--- config.mk ---
export PLATFORM = sky130hd
export DESIGN_NAME = lpsc_stop_ctrl
export DESIGN_NICKNAME = d
export VERILOG_FILES = /design/src/logic/lpsc_pkg.sv /design/src/logic/lpsc_stop_ctrl.sv /design/src/logic/lpsc_stab_counter.sv
export SDC_FILE = /design/constraint.sdc
export NUM_CORES = 1
export LEC_CHECK = 0
export ABC_AREA = 1
export BUFFER_PORTS_ARGS = -buffer_cell sky130_fd_sc_hd__buf_2
export CAP_MARGIN = 20
export CORE_MARGIN = 2
export CORE_UTILIZATION = 40
export DETAILED_ROUTE_END_ITERATION = 16
export PLACE_DENSITY_LB_ADDON = 0.25
export SYNTH_ARGS = -nofsm -noshare
export SYNTH_HDL_FRONTEND = slang
export SYNTH_HIERARCHICAL = 1
export SYNTH_SLANG_ARGS = --single-unit
--- constraint.sdc ---
create_clock -name clock_in -period 2 [get_ports clock_in]
set_input_delay 0.4 -clock clock_in [delete_from_list [all_inputs] [get_ports clock_in]]
set_output_delay 0.4 -clock clock_in [all_outputs]
set_load 0.02 [all_outputs]
--- src/logic/lpsc_pkg.sv ---
package lpsc_pkg;
  // ==========================================================
  // Register map (byte addresses)
  localparam logic [11:0] CTRL_OFFSET   = 12'h000;
  localparam logic [11:0] STATUS_OFFSET = 12'h004;

  // ==========================================================
  // Control register fields
  localparam int          CTRL_OSC_IRQ_BIT  = 0;
  localparam int          CTRL_LONG_DLY_BIT = 1;
  localparam int          CTRL_WD_STOP_BIT  = 2;
  localparam logic [2:0]  CTRL_RESET        = 3'h0;

  // ==========================================================
  // Status register fields
  localparam int          STAT_STATE_LSB = 0;
  localparam int          STAT_STALL_BIT = 5;
  localparam int          STAT_PRIO_LSB  = 6;

  // ==========================================================
  // Core interface constants
  localparam logic [7:0]  OPCODE_STOP     = 8'h8E;
  localparam logic [1:0]  PRIO_SLEEP      = 2'h2;
  localparam logic [1:0]  PRIO_RESET      = 2'h3;

  // ==========================================================
  // Stabilisation wait, in CPU cycles (one CPU cycle per clock)
  localparam int          CNT_W            = 13;
  localparam int          STAB_SHORT_TCPU  = 256;
  localparam int          STAB_LONG_TCPU   = 4096;
  localparam int          TCPU_PER_CLK     = 1;
  localparam logic [12:0] STAB_SHORT_CYCLES = 13'(STAB_SHORT_TCPU / TCPU_PER_CLK);
  localparam logic [12:0] STAB_LONG_CYCLES  = 13'(STAB_LONG_TCPU / TCPU_PER_CLK);

  // ==========================================================
  // Power states
  typedef enum logic [4:0] {
    ST_RUN      = 5'h01,
    ST_TB_SLEEP = 5'h02,
    ST_STOP     = 5'h04,
    ST_STAB     = 5'h08,
    ST_GUARD    = 5'h10
  } lpsc_state_e;
endpackage : lpsc_pkg

--- src/logic/lpsc_stop_ctrl.sv ---
// Notes on behaviour
// - Stop opcode enters full stop if oscillator irq enable 0, time-base sleep if 1.
// - Time-base sleep exits only on time-base irq or reset; irq skips wait.
// - Stabilisation wait after time-base sleep applies only to reset exit.
// - Entering either sleep forces interrupt priority bits to 10b.
// - In time-base sleep only oscillator and time-base counter stay clocked.
// - Time-base sleep with watchdog active does not cause a reset.
// - Full stop exits on reset or wake irq after 256/4096-cycle wait.
// - In full stop the main oscillator is off and peripherals stop.
// - Stop with watchdog enabled may give watchdog reset per option bit.
// - Interrupt entry pushes condition code priority and loads routine priority; pop restores.
// - Opcode 0x8E is decoded as the stop instruction.
`timescale 1ns/100ps
module lpsc_stop_ctrl
  import lpsc_pkg::*;
(
  input  wire logic        clock_in,
  input  wire logic        reset_in,
  // APB slave
  input  wire logic        psel_in,
  input  wire logic        penable_in,
  input  wire logic        pwrite_in,
  input  wire logic [11:0] paddr_in,
  input  wire logic [31:0] pwdata_in,
  output logic [31:0]      prdata_out,
  output logic             pready_out,
  output logic             pslverr_out,
  // CPU core
  input  wire logic        instr_valid_in,
  input  wire logic [7:0]  opcode_in,
  input  wire logic        irq_take_in,
  input  wire logic [1:0]  irq_level_in,
  input  wire logic        cc_pop_in,
  input  wire logic [1:0]  cc_pop_value_in,
  output logic [1:0]       cc_priority_out,
  output logic             cc_push_out,
  output logic [1:0]       cc_push_value_out,
  output logic             cpu_stall_out,
  // Wake sources and watchdog
  input  wire logic        time_base_irq_in,
  input  wire logic        wake_irq_in,
  input  wire logic        watchdog_active_in,
  output logic             watchdog_reset_req_out,
  // Clock gating
  output logic             osc_enable_out,
  output logic             time_base_clk_en_out,
  output logic             periph_clk_en_out
);
  // ==========================================================
  // Declarations
  lpsc_state_e  state_q;
  lpsc_state_e  state_d;
  logic [2:0]   ctrl_q;
  logic [1:0]   cc_prio_q;
  logic         osc_irq_enable;
  logic         delay_long;
  logic         watchdog_in_stop_option;
  logic         stop_cmd;
  logic         wd_reset_cond;
  logic         cnt_load;
  logic [12:0]  cnt_value;
  logic         cnt_busy;
  logic         cnt_expire;
  logic         enter_sleep;
  logic         apb_setup;
  logic         apb_write;
  logic         addr_ok;

  assign osc_irq_enable          = ctrl_q[CTRL_OSC_IRQ_BIT];
  assign delay_long              = ctrl_q[CTRL_LONG_DLY_BIT];
  assign watchdog_in_stop_option = ctrl_q[CTRL_WD_STOP_BIT];

  // ==========================================================
  // APB slave
  assign apb_setup   = psel_in && !penable_in;
  assign apb_write   = psel_in && penable_in && pwrite_in;
  assign addr_ok     = (paddr_in == CTRL_OFFSET) || (paddr_in == STATUS_OFFSET);
  assign pready_out  = 1'b1;
  assign pslverr_out = psel_in && penable_in && !addr_ok;

  always_ff @(posedge clock_in or posedge reset_in) begin
    if (reset_in) begin
      ctrl_q <= CTRL_RESET;
    end else if (apb_write && (paddr_in == CTRL_OFFSET)) begin
      ctrl_q <= pwdata_in[2:0];
    end
  end

  // Read data captured in the setup cycle, valid during access
  always_ff @(posedge clock_in or posedge reset_in) begin
    if (reset_in) begin
      prdata_out <= 32'h0000_0000;
    end else if (apb_setup && !pwrite_in) begin
      if (paddr_in == CTRL_OFFSET) begin
        prdata_out <= {29'h0000_0000, ctrl_q};
      end else if (paddr_in == STATUS_OFFSET) begin
        prdata_out <= {24'h00_0000, cc_prio_q, cpu_stall_out, state_q};
      end else begin
        prdata_out <= 32'h0000_0000;
      end
    end
  end

  // ==========================================================
  // Instruction decode and watchdog
  assign stop_cmd      = instr_valid_in && (opcode_in == OPCODE_STOP)
                         && (state_q == ST_RUN);
  assign wd_reset_cond = !osc_irq_enable && watchdog_active_in
                         && watchdog_in_stop_option;

  always_ff @(posedge clock_in or posedge reset_in) begin
    if (reset_in) begin
      watchdog_reset_req_out <= 1'b0;
    end else begin
      watchdog_reset_req_out <= stop_cmd && wd_reset_cond;
    end
  end

  // ==========================================================
  // Power state machine
  always_comb begin
    state_d   = state_q;
    cnt_load  = 1'b0;
    cnt_value = delay_long ? STAB_LONG_CYCLES : STAB_SHORT_CYCLES;
    unique case (state_q)
      ST_RUN: begin
        if (stop_cmd && osc_irq_enable) begin
          state_d = ST_TB_SLEEP;
        end else if (stop_cmd && !wd_reset_cond) begin
          state_d = ST_STOP;
        end else if (cnt_busy && !osc_irq_enable) begin
          state_d = ST_GUARD;
        end
      end
      ST_TB_SLEEP: begin
        if (time_base_irq_in) begin
          state_d  = ST_RUN;
          cnt_load = 1'b1;
        end
      end
      ST_STOP: begin
        if (wake_irq_in) begin
          state_d  = ST_STAB;
          cnt_load = 1'b1;
        end
      end
      ST_STAB: begin
        if (cnt_expire) begin
          state_d = ST_RUN;
        end
      end
      ST_GUARD: begin
        if (cnt_expire || !cnt_busy) begin
          state_d = ST_RUN;
        end
      end
      default: begin
        state_d = ST_STAB;
      end
    endcase
  end

  // Reset leaves through the stabilisation wait
  always_ff @(posedge clock_in or posedge reset_in) begin
    if (reset_in) begin
      state_q <= ST_STAB;
    end else begin
      state_q <= state_d;
    end
  end

  lpsc_stab_counter #(
    .W (CNT_W)
  ) u_stab (
    .clock_in      (clock_in),
    .reset_in      (reset_in),
    .load_in       (cnt_load),
    .load_value_in (cnt_value),
    .busy_out      (cnt_busy),
    .expire_out    (cnt_expire)
  );

  // ==========================================================
  // Clock gating and stall
  assign cpu_stall_out        = (state_q != ST_RUN);
  assign osc_enable_out       = (state_q != ST_STOP) && (state_q != ST_GUARD);
  assign time_base_clk_en_out = (state_q == ST_RUN) || (state_q == ST_TB_SLEEP);
  assign periph_clk_en_out    = (state_q == ST_RUN);

  // ==========================================================
  // Condition code priority bits
  assign enter_sleep     = (state_q == ST_RUN)
                           && ((state_d == ST_TB_SLEEP) || (state_d == ST_STOP));
  assign cc_priority_out = cc_prio_q;

  always_ff @(posedge clock_in or posedge reset_in) begin
    if (reset_in) begin
      cc_prio_q <= PRIO_RESET;
    end else if (enter_sleep) begin
      cc_prio_q <= PRIO_SLEEP;
    end else if (irq_take_in) begin
      cc_prio_q <= irq_level_in;
    end else if (cc_pop_in) begin
      cc_prio_q <= cc_pop_value_in;
    end
  end

  always_ff @(posedge clock_in or posedge reset_in) begin
    if (reset_in) begin
      cc_push_out       <= 1'b0;
      cc_push_value_out <= PRIO_RESET;
    end else begin
      cc_push_out <= irq_take_in && !enter_sleep;
      if (irq_take_in && !enter_sleep) begin
        cc_push_value_out <= cc_prio_q;
      end
    end
  end

  // ==========================================================
  // Assertions
  a_stop_tb_sleep: assert property (@(posedge clock_in) disable iff (reset_in)
    stop_cmd && osc_irq_enable |=> state_q == ST_TB_SLEEP)
    else $error("stop with irq enable set did not enter time-base sleep");

  a_stop_full: assert property (@(posedge clock_in) disable iff (reset_in)
    stop_cmd && !osc_irq_enable && !wd_reset_cond |=> state_q == ST_STOP && !osc_enable_out)
    else $error("stop with irq enable clear did not enter full stop");

  a_tb_wake_direct: assert property (@(posedge clock_in) disable iff (reset_in)
    state_q == ST_TB_SLEEP && time_base_irq_in |=> !cpu_stall_out)
    else $error("time-base wake did not release the cpu at once");

  a_tb_stays_asleep: assert property (@(posedge clock_in) disable iff (reset_in)
    state_q == ST_TB_SLEEP && !time_base_irq_in |=> state_q == ST_TB_SLEEP)
    else $error("time-base sleep left without time-base irq");

  a_prio_forced: assert property (@(posedge clock_in) disable iff (reset_in)
    enter_sleep |=> cc_priority_out == PRIO_SLEEP)
    else $error("priority bits not forced on sleep entry");

  a_tb_clocks: assert property (@(posedge clock_in) disable iff (reset_in)
    state_q == ST_TB_SLEEP |-> osc_enable_out && time_base_clk_en_out && !periph_clk_en_out)
    else $error("wrong clocks in time-base sleep");

  a_no_wd_tb: assert property (@(posedge clock_in) disable iff (reset_in)
    stop_cmd && osc_irq_enable && watchdog_active_in && watchdog_in_stop_option
      |=> !watchdog_reset_req_out && state_q == ST_TB_SLEEP)
    else $error("watchdog reset on time-base sleep entry");

  a_guard_stop: assert property (@(posedge clock_in) disable iff (reset_in)
    state_q == ST_RUN && cnt_busy && !osc_irq_enable && !stop_cmd |=> state_q == ST_GUARD)
    else $error("early irq enable clear did not fall into stop");

  a_stab_short: assert property (@(posedge clock_in) disable iff (reset_in)
    state_q == ST_STOP && wake_irq_in && !delay_long |=> cpu_stall_out [*8] ##248 cpu_stall_out ##1 !cpu_stall_out)
    else $error("short stabilisation wait not 256 cycles");

  a_stop_osc_off: assert property (@(posedge clock_in) disable iff (reset_in)
    state_q == ST_STOP |-> !osc_enable_out && !periph_clk_en_out && !time_base_clk_en_out)
    else $error("oscillator running in full stop");

  a_wd_reset: assert property (@(posedge clock_in) disable iff (reset_in)
    stop_cmd && wd_reset_cond |=> watchdog_reset_req_out && state_q == ST_RUN)
    else $error("watchdog reset not requested on stop");

  a_push_prio: assert property (@(posedge clock_in) disable iff (reset_in)
    irq_take_in && !enter_sleep |=> cc_push_out && cc_priority_out == $past(irq_level_in)
      && cc_push_value_out == $past(cc_prio_q))
    else $error("priority not pushed and loaded on irq entry");

  a_stab_stall: assert property (@(posedge clock_in) disable iff (reset_in)
    state_q == ST_STAB && !cnt_expire |=> state_q == ST_STAB && cpu_stall_out)
    else $error("stabilisation wait ended before counter expiry");

  // Cycles spent in the stabilisation wait, for the length check
  logic [12:0] stab_cycles_q;

  always_ff @(posedge clock_in or posedge reset_in) begin
    if (reset_in) begin
      stab_cycles_q <= 13'h0000;
    end else if (state_q == ST_STAB) begin
      stab_cycles_q <= stab_cycles_q + 13'h0001;
    end else begin
      stab_cycles_q <= 13'h0000;
    end
  end

  a_stab_length: assert property (@(posedge clock_in) disable iff (reset_in)
    state_q == ST_STAB && state_d == ST_RUN
      |=> stab_cycles_q == (delay_long ? STAB_LONG_CYCLES : STAB_SHORT_CYCLES))
    else $error("stabilisation wait length differs from selected count");

  a_guard_clocks: assert property (@(posedge clock_in) disable iff (reset_in)
    state_q == ST_GUARD |-> !osc_enable_out && cpu_stall_out && !periph_clk_en_out)
    else $error("guard stop does not behave as full stop");

  a_pop_restore: assert property (@(posedge clock_in) disable iff (reset_in)
    cc_pop_in && !irq_take_in && !enter_sleep |=> cc_priority_out == $past(cc_pop_value_in))
    else $error("priority bits not restored on pop");

  c_tb_cycle: cover property (@(posedge clock_in) disable iff (reset_in)
    state_q == ST_TB_SLEEP ##1 state_q == ST_RUN);
  c_full_cycle: cover property (@(posedge clock_in) disable iff (reset_in)
    state_q == ST_STAB ##1 state_q == ST_RUN);
  c_guard: cover property (@(posedge clock_in) disable iff (reset_in)
    state_q == ST_GUARD);
  c_wd_reset: cover property (@(posedge clock_in) disable iff (reset_in)
    watchdog_reset_req_out);
endmodule : lpsc_stop_ctrl

--- src/logic/lpsc_stab_counter.sv ---
`timescale 1ns/100ps
module lpsc_stab_counter
  import lpsc_pkg::*;
#(
  parameter int W = CNT_W
) (
  input  wire logic         clock_in,
  input  wire logic         reset_in,
  input  wire logic         load_in,
  input  wire logic [W-1:0] load_value_in,
  output logic              busy_out,
  output logic              expire_out
);
  logic [W-1:0] count_q;

  // Counts down on the restarted oscillator; reset starts a short wait
  always_ff @(posedge clock_in or posedge reset_in) begin
    if (reset_in) begin
      count_q <= W'(STAB_SHORT_CYCLES);
    end else if (load_in) begin
      count_q <= load_value_in;
    end else if (count_q != '0) begin
      count_q <= count_q - W'(1);
    end
  end

  assign busy_out   = (count_q != '0);
  assign expire_out = (count_q == W'(1)) && !load_in;
endmodule : lpsc_stab_counter

Word-level counts from Yosys, hierarchy flattened --
Index checks and enable logic that the tools add are counted.
Storage, ports and cells: bits in registers 59, input port bits 67, output and inout port bits 44, logic and storage cells 75
Operators by class: add/subtract/negate cells 1, eq/ne operators 13, muxes and demuxes 19, reductions and logical operators 34
Operators by type and width (number):
- 13-bit two-way mux | 3
- 5-bit two-way mux | 7
- 5-bit one-hot mux with 5 select lines | 1
- 1-bit logical AND | 18
- 8-bit two-way mux | 2
- 13-bit by 1-bit equality test with 1-bit output, second input constant | 1
- 13-bit nonzero test | 1
- 13-bit by 1-bit subtractor with 13-bit output, second input constant | 1
- 12-bit by 3-bit equality test with 1-bit output, second input constant | 1
- 12-bit zero test | 1
- 5-bit by 2-bit equality test with 1-bit output, second input constant | 2
- 5-bit by 3-bit equality test with 1-bit output, second input constant | 2
- 8-bit equality test, second input constant | 1
- 1-bit zero test | 8
- 2-bit two-way mux | 3
- 5-bit by 1-bit equality test with 1-bit output, second input constant | 1
- 5-bit by 4-bit equality test with 1-bit output, second input constant | 1
- 5-bit equality test, second input constant | 1
- 5-bit by 1-bit != test with 1-bit output, second input constant | 1
- 5-bit by 3-bit != test with 1-bit output, second input constant | 1
- 5-bit != test, second input constant | 1
- 1-bit logical OR | 4
- 3-bit nonzero test | 1
- 1-bit two-way mux | 2
- other kinds (2) | 2

Longest topological paths before layout --
depth after elaboration 13, gate-level depth with buffers 12, gate-level depth less buffers 12

Modules after synthesis --
Netlist, hierarchy kept.
Modules (own cells, without submodules):
- lpsc_stop_ctrl | instances 1, cells an instance 199, area an instance 1506.4 um^2, sequential area each 556.8 um^2
- lpsc_stab_counter | instances 1, cells an instance 130, area an instance 909.6 um^2, sequential area each 326.6 um^2

Worst setup path after synthesis --
No wires, ideal clock.
path kind flip-flop to flip-flop, start point register state_q[2], end point register state_q[0], library setup time 0.121 ns, data arrival time 1.997 ns, required time 1.879 ns, path slack -0.119 ns, stages on the path, launching flop included 11, clock period less this slack 2.119 ns, path through dfrtp_1 > nor2_4 > nand4_1 > o21ai_0 > inv_2 > nand3_1 > nor4_1 > nor2_1 > nor3_1 > nor3_1 > nand2_1
Between the ends: cells in the longest elaborated chain, start to end 7, elaborated cells between the ends (all ways) 17, classes of those cells 5 x eq/ne; 6 x mux; 6 x reduce/logical
Ends and longest elaborated chain:
- start: declaration | line lpsc_stop_ctrl.sv:51 | lpsc_state_e state_q;
- start signal: assignment | line lpsc_stop_ctrl.sv:168 | state_q <= state_d;
- 5-bit by 3-bit equality test with 1-bit output / 5-bit by 2-bit equality test with 1-bit output (equally long branches) | line lpsc_stop_ctrl.sv:125 | unique case (state_q)
- 1-bit one-hot mux with 2 select lines * | line lpsc_stop_ctrl.sv:125
- named net cnt_load | line lpsc_stop_ctrl.sv:60 | logic cnt_load;
- 1-bit zero test * | line lpsc_stab_counter.sv:28 | assign expire_out = (count_q == W'(1)) && !load_in;
- 1-bit logical AND * | line lpsc_stab_counter.sv:28
- named net cnt_expire | line lpsc_stop_ctrl.sv:63 | logic cnt_expire;
- 1-bit logical OR | line lpsc_stop_ctrl.sv:153 | if (cnt_expire || !cnt_busy) begin
- 5-bit two-way mux | line lpsc_stop_ctrl.sv:153
- 5-bit one-hot mux with 5 select lines * | line lpsc_stop_ctrl.sv:125
- named net state_d[0] | line lpsc_stop_ctrl.sv:52 | lpsc_state_e state_d;
The timed path passes the listed nets; every way through them passes the cells marked *. A chain may end at the register's enable or synchronous reset.

Worst setup path after layout --
start point register state_q[2], end point output port time_base_clk_en_out
Between the ends: cells in the longest elaborated chain, start to end 2, elaborated cells between the ends (all ways) 3, classes of those cells 2 x eq/ne; 1 x reduce/logical
Ends and longest elaborated chain:
- 5-bit by 1-bit equality test with 1-bit output / 5-bit by 2-bit equality test with 1-bit output (equally long branches) | line lpsc_stop_ctrl.sv:187 | assign time_base_clk_en_out = (state_q == ST_RUN) || (state_q == ST_TB_SLEEP);
- 1-bit logical OR * | line lpsc_stop_ctrl.sv:187
- end: declaration | line lpsc_stop_ctrl.sv:46 | output logic time_base_clk_en_out,
Mark *: on every way between the ends. The rest lies on a longest branch, timed or not.

==> qor.txt <==
Most frequent cells after synthesis: sky130_fd_sc_hd__nand2_1, sky130_fd_sc_hd__inv_1, sky130_fd_sc_hd__nor2_1
Sequential fraction of the synthesis area: 36.6%
Die Span X: 81.7 µm
Routed vias: 2161
Proportion of layout cells with a drive suffix above 1: 28.7%
Floorplan Core Area: 0.00589 mm²
LEAKAGE: 1.64 nW
Flip-flop and latch area: 883 µm²
Drt drc: 0
Initial antenna violation count: 0
Maximum operating frequency: 539 MHz
Die height: 81.7 µm
Startpoint types: register
Number of distinct library cells after synthesis: 28
Filler cell count: 592
Routed wl met3: 370 µm
Cts bufs inserted: 5
Maximum number of pins on one net before global-route repair: 23
All-Layer GR Usage: 15.3%
Total met2 wirelength after detailed routing: 2190 µm
Synth top area share: 30.0%
Required @ worst endpoint: 1.60 ns
Initial core utilization: 41.1%
Portion of total power attributed to sequential cells: 38.2%
Detailed Routing Iterations Pass 1: 5
Clock sink count: 35
Worst Path Class, Setup: register to output port
Setup TNS after final layout: 0 ns
Total number of yosys warnings: 6
Worst skew pair latency: 0.29 ns
Clock Root Buffer: sky130_fd_sc_hd__clkbuf_8
Largest delay share family, worst path: simple AND/OR/NAND/NOR gates
Largest buffer count on any clock path: 2
Clock input transition at the sequential cells of the worst setup and hold paths: 0.08 ns
Count of endpoints failing hold in the final timing report: 0
Max Clock Skew: 0.0108 ns
Core Rows: 28
Run status: completed
Synthesized cell area: 0.00242 mm²
Number of antenna-violating nets in the routed design: 0
Finished Cell Area: 0.00292 mm²
Starting DRT DRC Count: 76
Worst supply voltage drop on vdd: 0.334 mV
Data arrival time of the critical path: 1.46 ns
Portion of the clock cycle consumed by the worst path in the final layout: 92.8%
Post-Synthesis Mean Instance Area: 7.34 µm²
Comb power frac: 32.8%
Proportion of power drawn by the clock network: 29.0%
Slew Limit Headroom: 63.8%
Power Dens Cells: 911 mW/mm²
Clock tree from TritonCTS: built
Sw Pwr: 978 µW
Worst Tran Pin Value: 0.542 ns
Ant diodes: 0
Final critical delay including setup and external delays: 1.86 ns
H-tree lvl count: 2
Number of gates resized after CTS: 0
WL met1: 2240 µm
Synth top area cells: sky130_fd_sc_hd__dfrtp_1, sky130_fd_sc_hd__nand2_1, sky130_fd_sc_hd__buf_4
Setup slack after layout: 0.143 ns
Most used DFF post-synth: sky130_fd_sc_hd__dfrtp_1
Uppermost signal routing layer after detailed routing: met4
Footprint of the multi-input gates: 0.00132 mm²
Cell type contributing the most total cell area after synthesis: sky130_fd_sc_hd__dfrtp_1
Crit path cell chain: nor2_4 -> nand2_4 -> nor2_8 -> inv_2 -> nand2_1 -> buf_2
Routability-driven placement congestion ratio: 0.803
Count of flip-flops with a built-in enable after synthesis: 0
PortBufs: 56
Post-Route WL: 4880 µm
Critical Path End Type: output port
Number of buffers and inverters on the critical path: 2
Total setup buffers inserted after CTS: 0
Post-DP HPWL: 3800 µm
I/O pins: 111
Via count normalized by instance count: 4.47
Hold/Removal Path Class: input port to async pin
Pins over their slew limit: 0
Internal power summed over all cells: 1.68 mW
Number of storage elements in the synthesis netlist: 35
Largest stage delay on the critical path: 0.45 ns
Count leader, synth: sky130_fd_sc_hd__nand2_1
Total Die Area: 0.00668 mm²
Net switching fraction of the power: 36.8%
Wire length of the first global-routing pass: 7910 µm
Total number of nets in the final design: 477
Master of the slowest instance on the critical path: sky130_fd_sc_hd__dfrtp_1
Max cap viols: 0
Post-DP Area: 0.00278 mm²
Synthesized instance count: 329
Global route overflow: 0
Pre-CTS setup slack: 0.128 ns
Worst Path Max Fanout: 7
Average routed wire per standard cell: 10.1 µm
Cts-stage hold buffer count: 0
Final setup violating endpoints: 0
Area overhead of the layout relative to synthesis: 20.8%
Async SR Flop Fraction: 100%
Vias in the first global route: 1819
Setup repair after global routing missed its margin: no
-- final timing paths --
| check | from | endpoint | slack, ns | cells after the start |
|---|---|---|---|---|
| worst max-delay path | state_q[2]$_DFF_PP0_ | time_base_clk_en_out | 0.14 | 6 |
| worst min-delay path | reset_in | state_q[0]$_DFF_PP0_ | 0.15 | 3 |
| worst max register to register | state_q[3]$_DFF_PP1_ | state_q[0]$_DFF_PP0_ | 0.19 | 13 |
| worst min register to register | cc_push_value_out[1]$_DFFE_PP1P_ | cc_push_value_out[1]$_DFFE_PP1P_ | 0.47 | 2 |
| max in group asynchronous | reset_in | u_stab/count_q[8]$_DFFE_PP1P_ | 1.47 | 2 |
| min in group clock_in | time_base_irq_in | state_q[1]$_DFF_PP0_ | 0.32 | 2 |
-- worst register-to-register path, stage by stage, from the launching register on --
cell and delay [ns]:
sky130_fd_sc_hd__dfstp_2 0.57, sky130_fd_sc_hd__inv_1 0.06, sky130_fd_sc_hd__nand3_1 0.09, sky130_fd_sc_hd__nor2_2 0.05, sky130_fd_sc_hd__nand2_1 0.10, sky130_fd_sc_hd__o21ai_2 0.08, sky130_fd_sc_hd__inv_2 0.05, sky130_fd_sc_hd__nand3_1 0.07
sky130_fd_sc_hd__nor4_1 0.18, sky130_fd_sc_hd__buf_4 0.17, sky130_fd_sc_hd__nor2_2 0.05, sky130_fd_sc_hd__nor3_2 0.15, sky130_fd_sc_hd__nor3_1 0.07, sky130_fd_sc_hd__nand2_1 0.06
-- per-stage QoR --
stage / instances / util (%) / power [mW] / hold slack, ns
final: 483 / 49.6 / 2.66 / 0.147
after global routing: 483 / 49.6 / 2.86 / 0.183
after floorplan: 363 / - / 1.75 / 0.276
after detailed placement: 475 / 47.2 / 1.90 / 0.462
after global placement: 475 / 47.2 / 1.87 / 0.453
after CTS: 483 / 49.4 / 2.68 / 0.160
-- power groups by stage --
| stage | Sequential [mW] | Clock (mW) | Combinational (mW) |
|---|---|---|---|
| floorplan | 1.01 | 0 | 0.737 |
| global placement | 1.03 | 0 | 0.848 |
| detailed placement | 1.03 | 0 | 0.874 |
| CTS | 1.02 | 0.782 | 0.882 |
| global route | 1.04 | 0.804 | 1.02 |
| finish | 1.02 | 0.771 | 0.871 |
-- flip-flops by register name, indices dropped and copies added, names as in the netlist --
register                cells
cc_push_value_out           2
u_stab/count_q             13
prdata_out                  8
watchdog_reset_req_out      1
cc_push_out                 1
ctrl_q                      3
cc_priority_out             2
state_q                     5
-- area by class of cell --
type                       count  share of cell area, %
multi-input combinational    259                   45.0
clock inverter                 2                   2.06
sequential                    35                   30.3
timing repair buffer          63                   11.4
inverter                      43                   5.53
tap                           75                   3.21
clock buffer                   6                   2.49
-- metal layers --
layer  vias to the layer above  track usage, %
met5                         -               0
met1                       941            19.8
li1                       1131               -
met4                         0            5.50
met3                         7            3.41
met2                        82            25.1
-- placed cells by master, fill, tap and decap left out, drive strengths merged --
master,synthesis,routed
nand2,98,98
dfstp,6,6
buf,26,63
dfrtp,29,29
o22ai,2,2
nor3b,1,1
nor2,49,49
or2,1,1
nor4,1,1
nor3,5,5
nand3,28,28
clkbuf,0,6
inv,43,43
conb,2,36
ha,3,3
nand4,9,9
a21oi,7,7
o21ai,17,17
bufinv,0,2
xnor2,2,2
-- logic make-up (layout without fill, tap and decap cells) --
logic type | Yosys count | after routing | share of synthesized area [%]
AOI/OAI and AO/OA | 26 | 26 | 5.80
xor gates and xnor gates | 2 | 2 | 0.725
adders and majority gates | 3 | 3 | 1.55
buffers and inverters | 69 | 114 | 14.8
DFF | 35 | 35 | 36.6
other | 2 | 36 | 0.311
and+or+nand+nor | 192 | 192 | 40.3
Power figures use the tool's default switching activity.
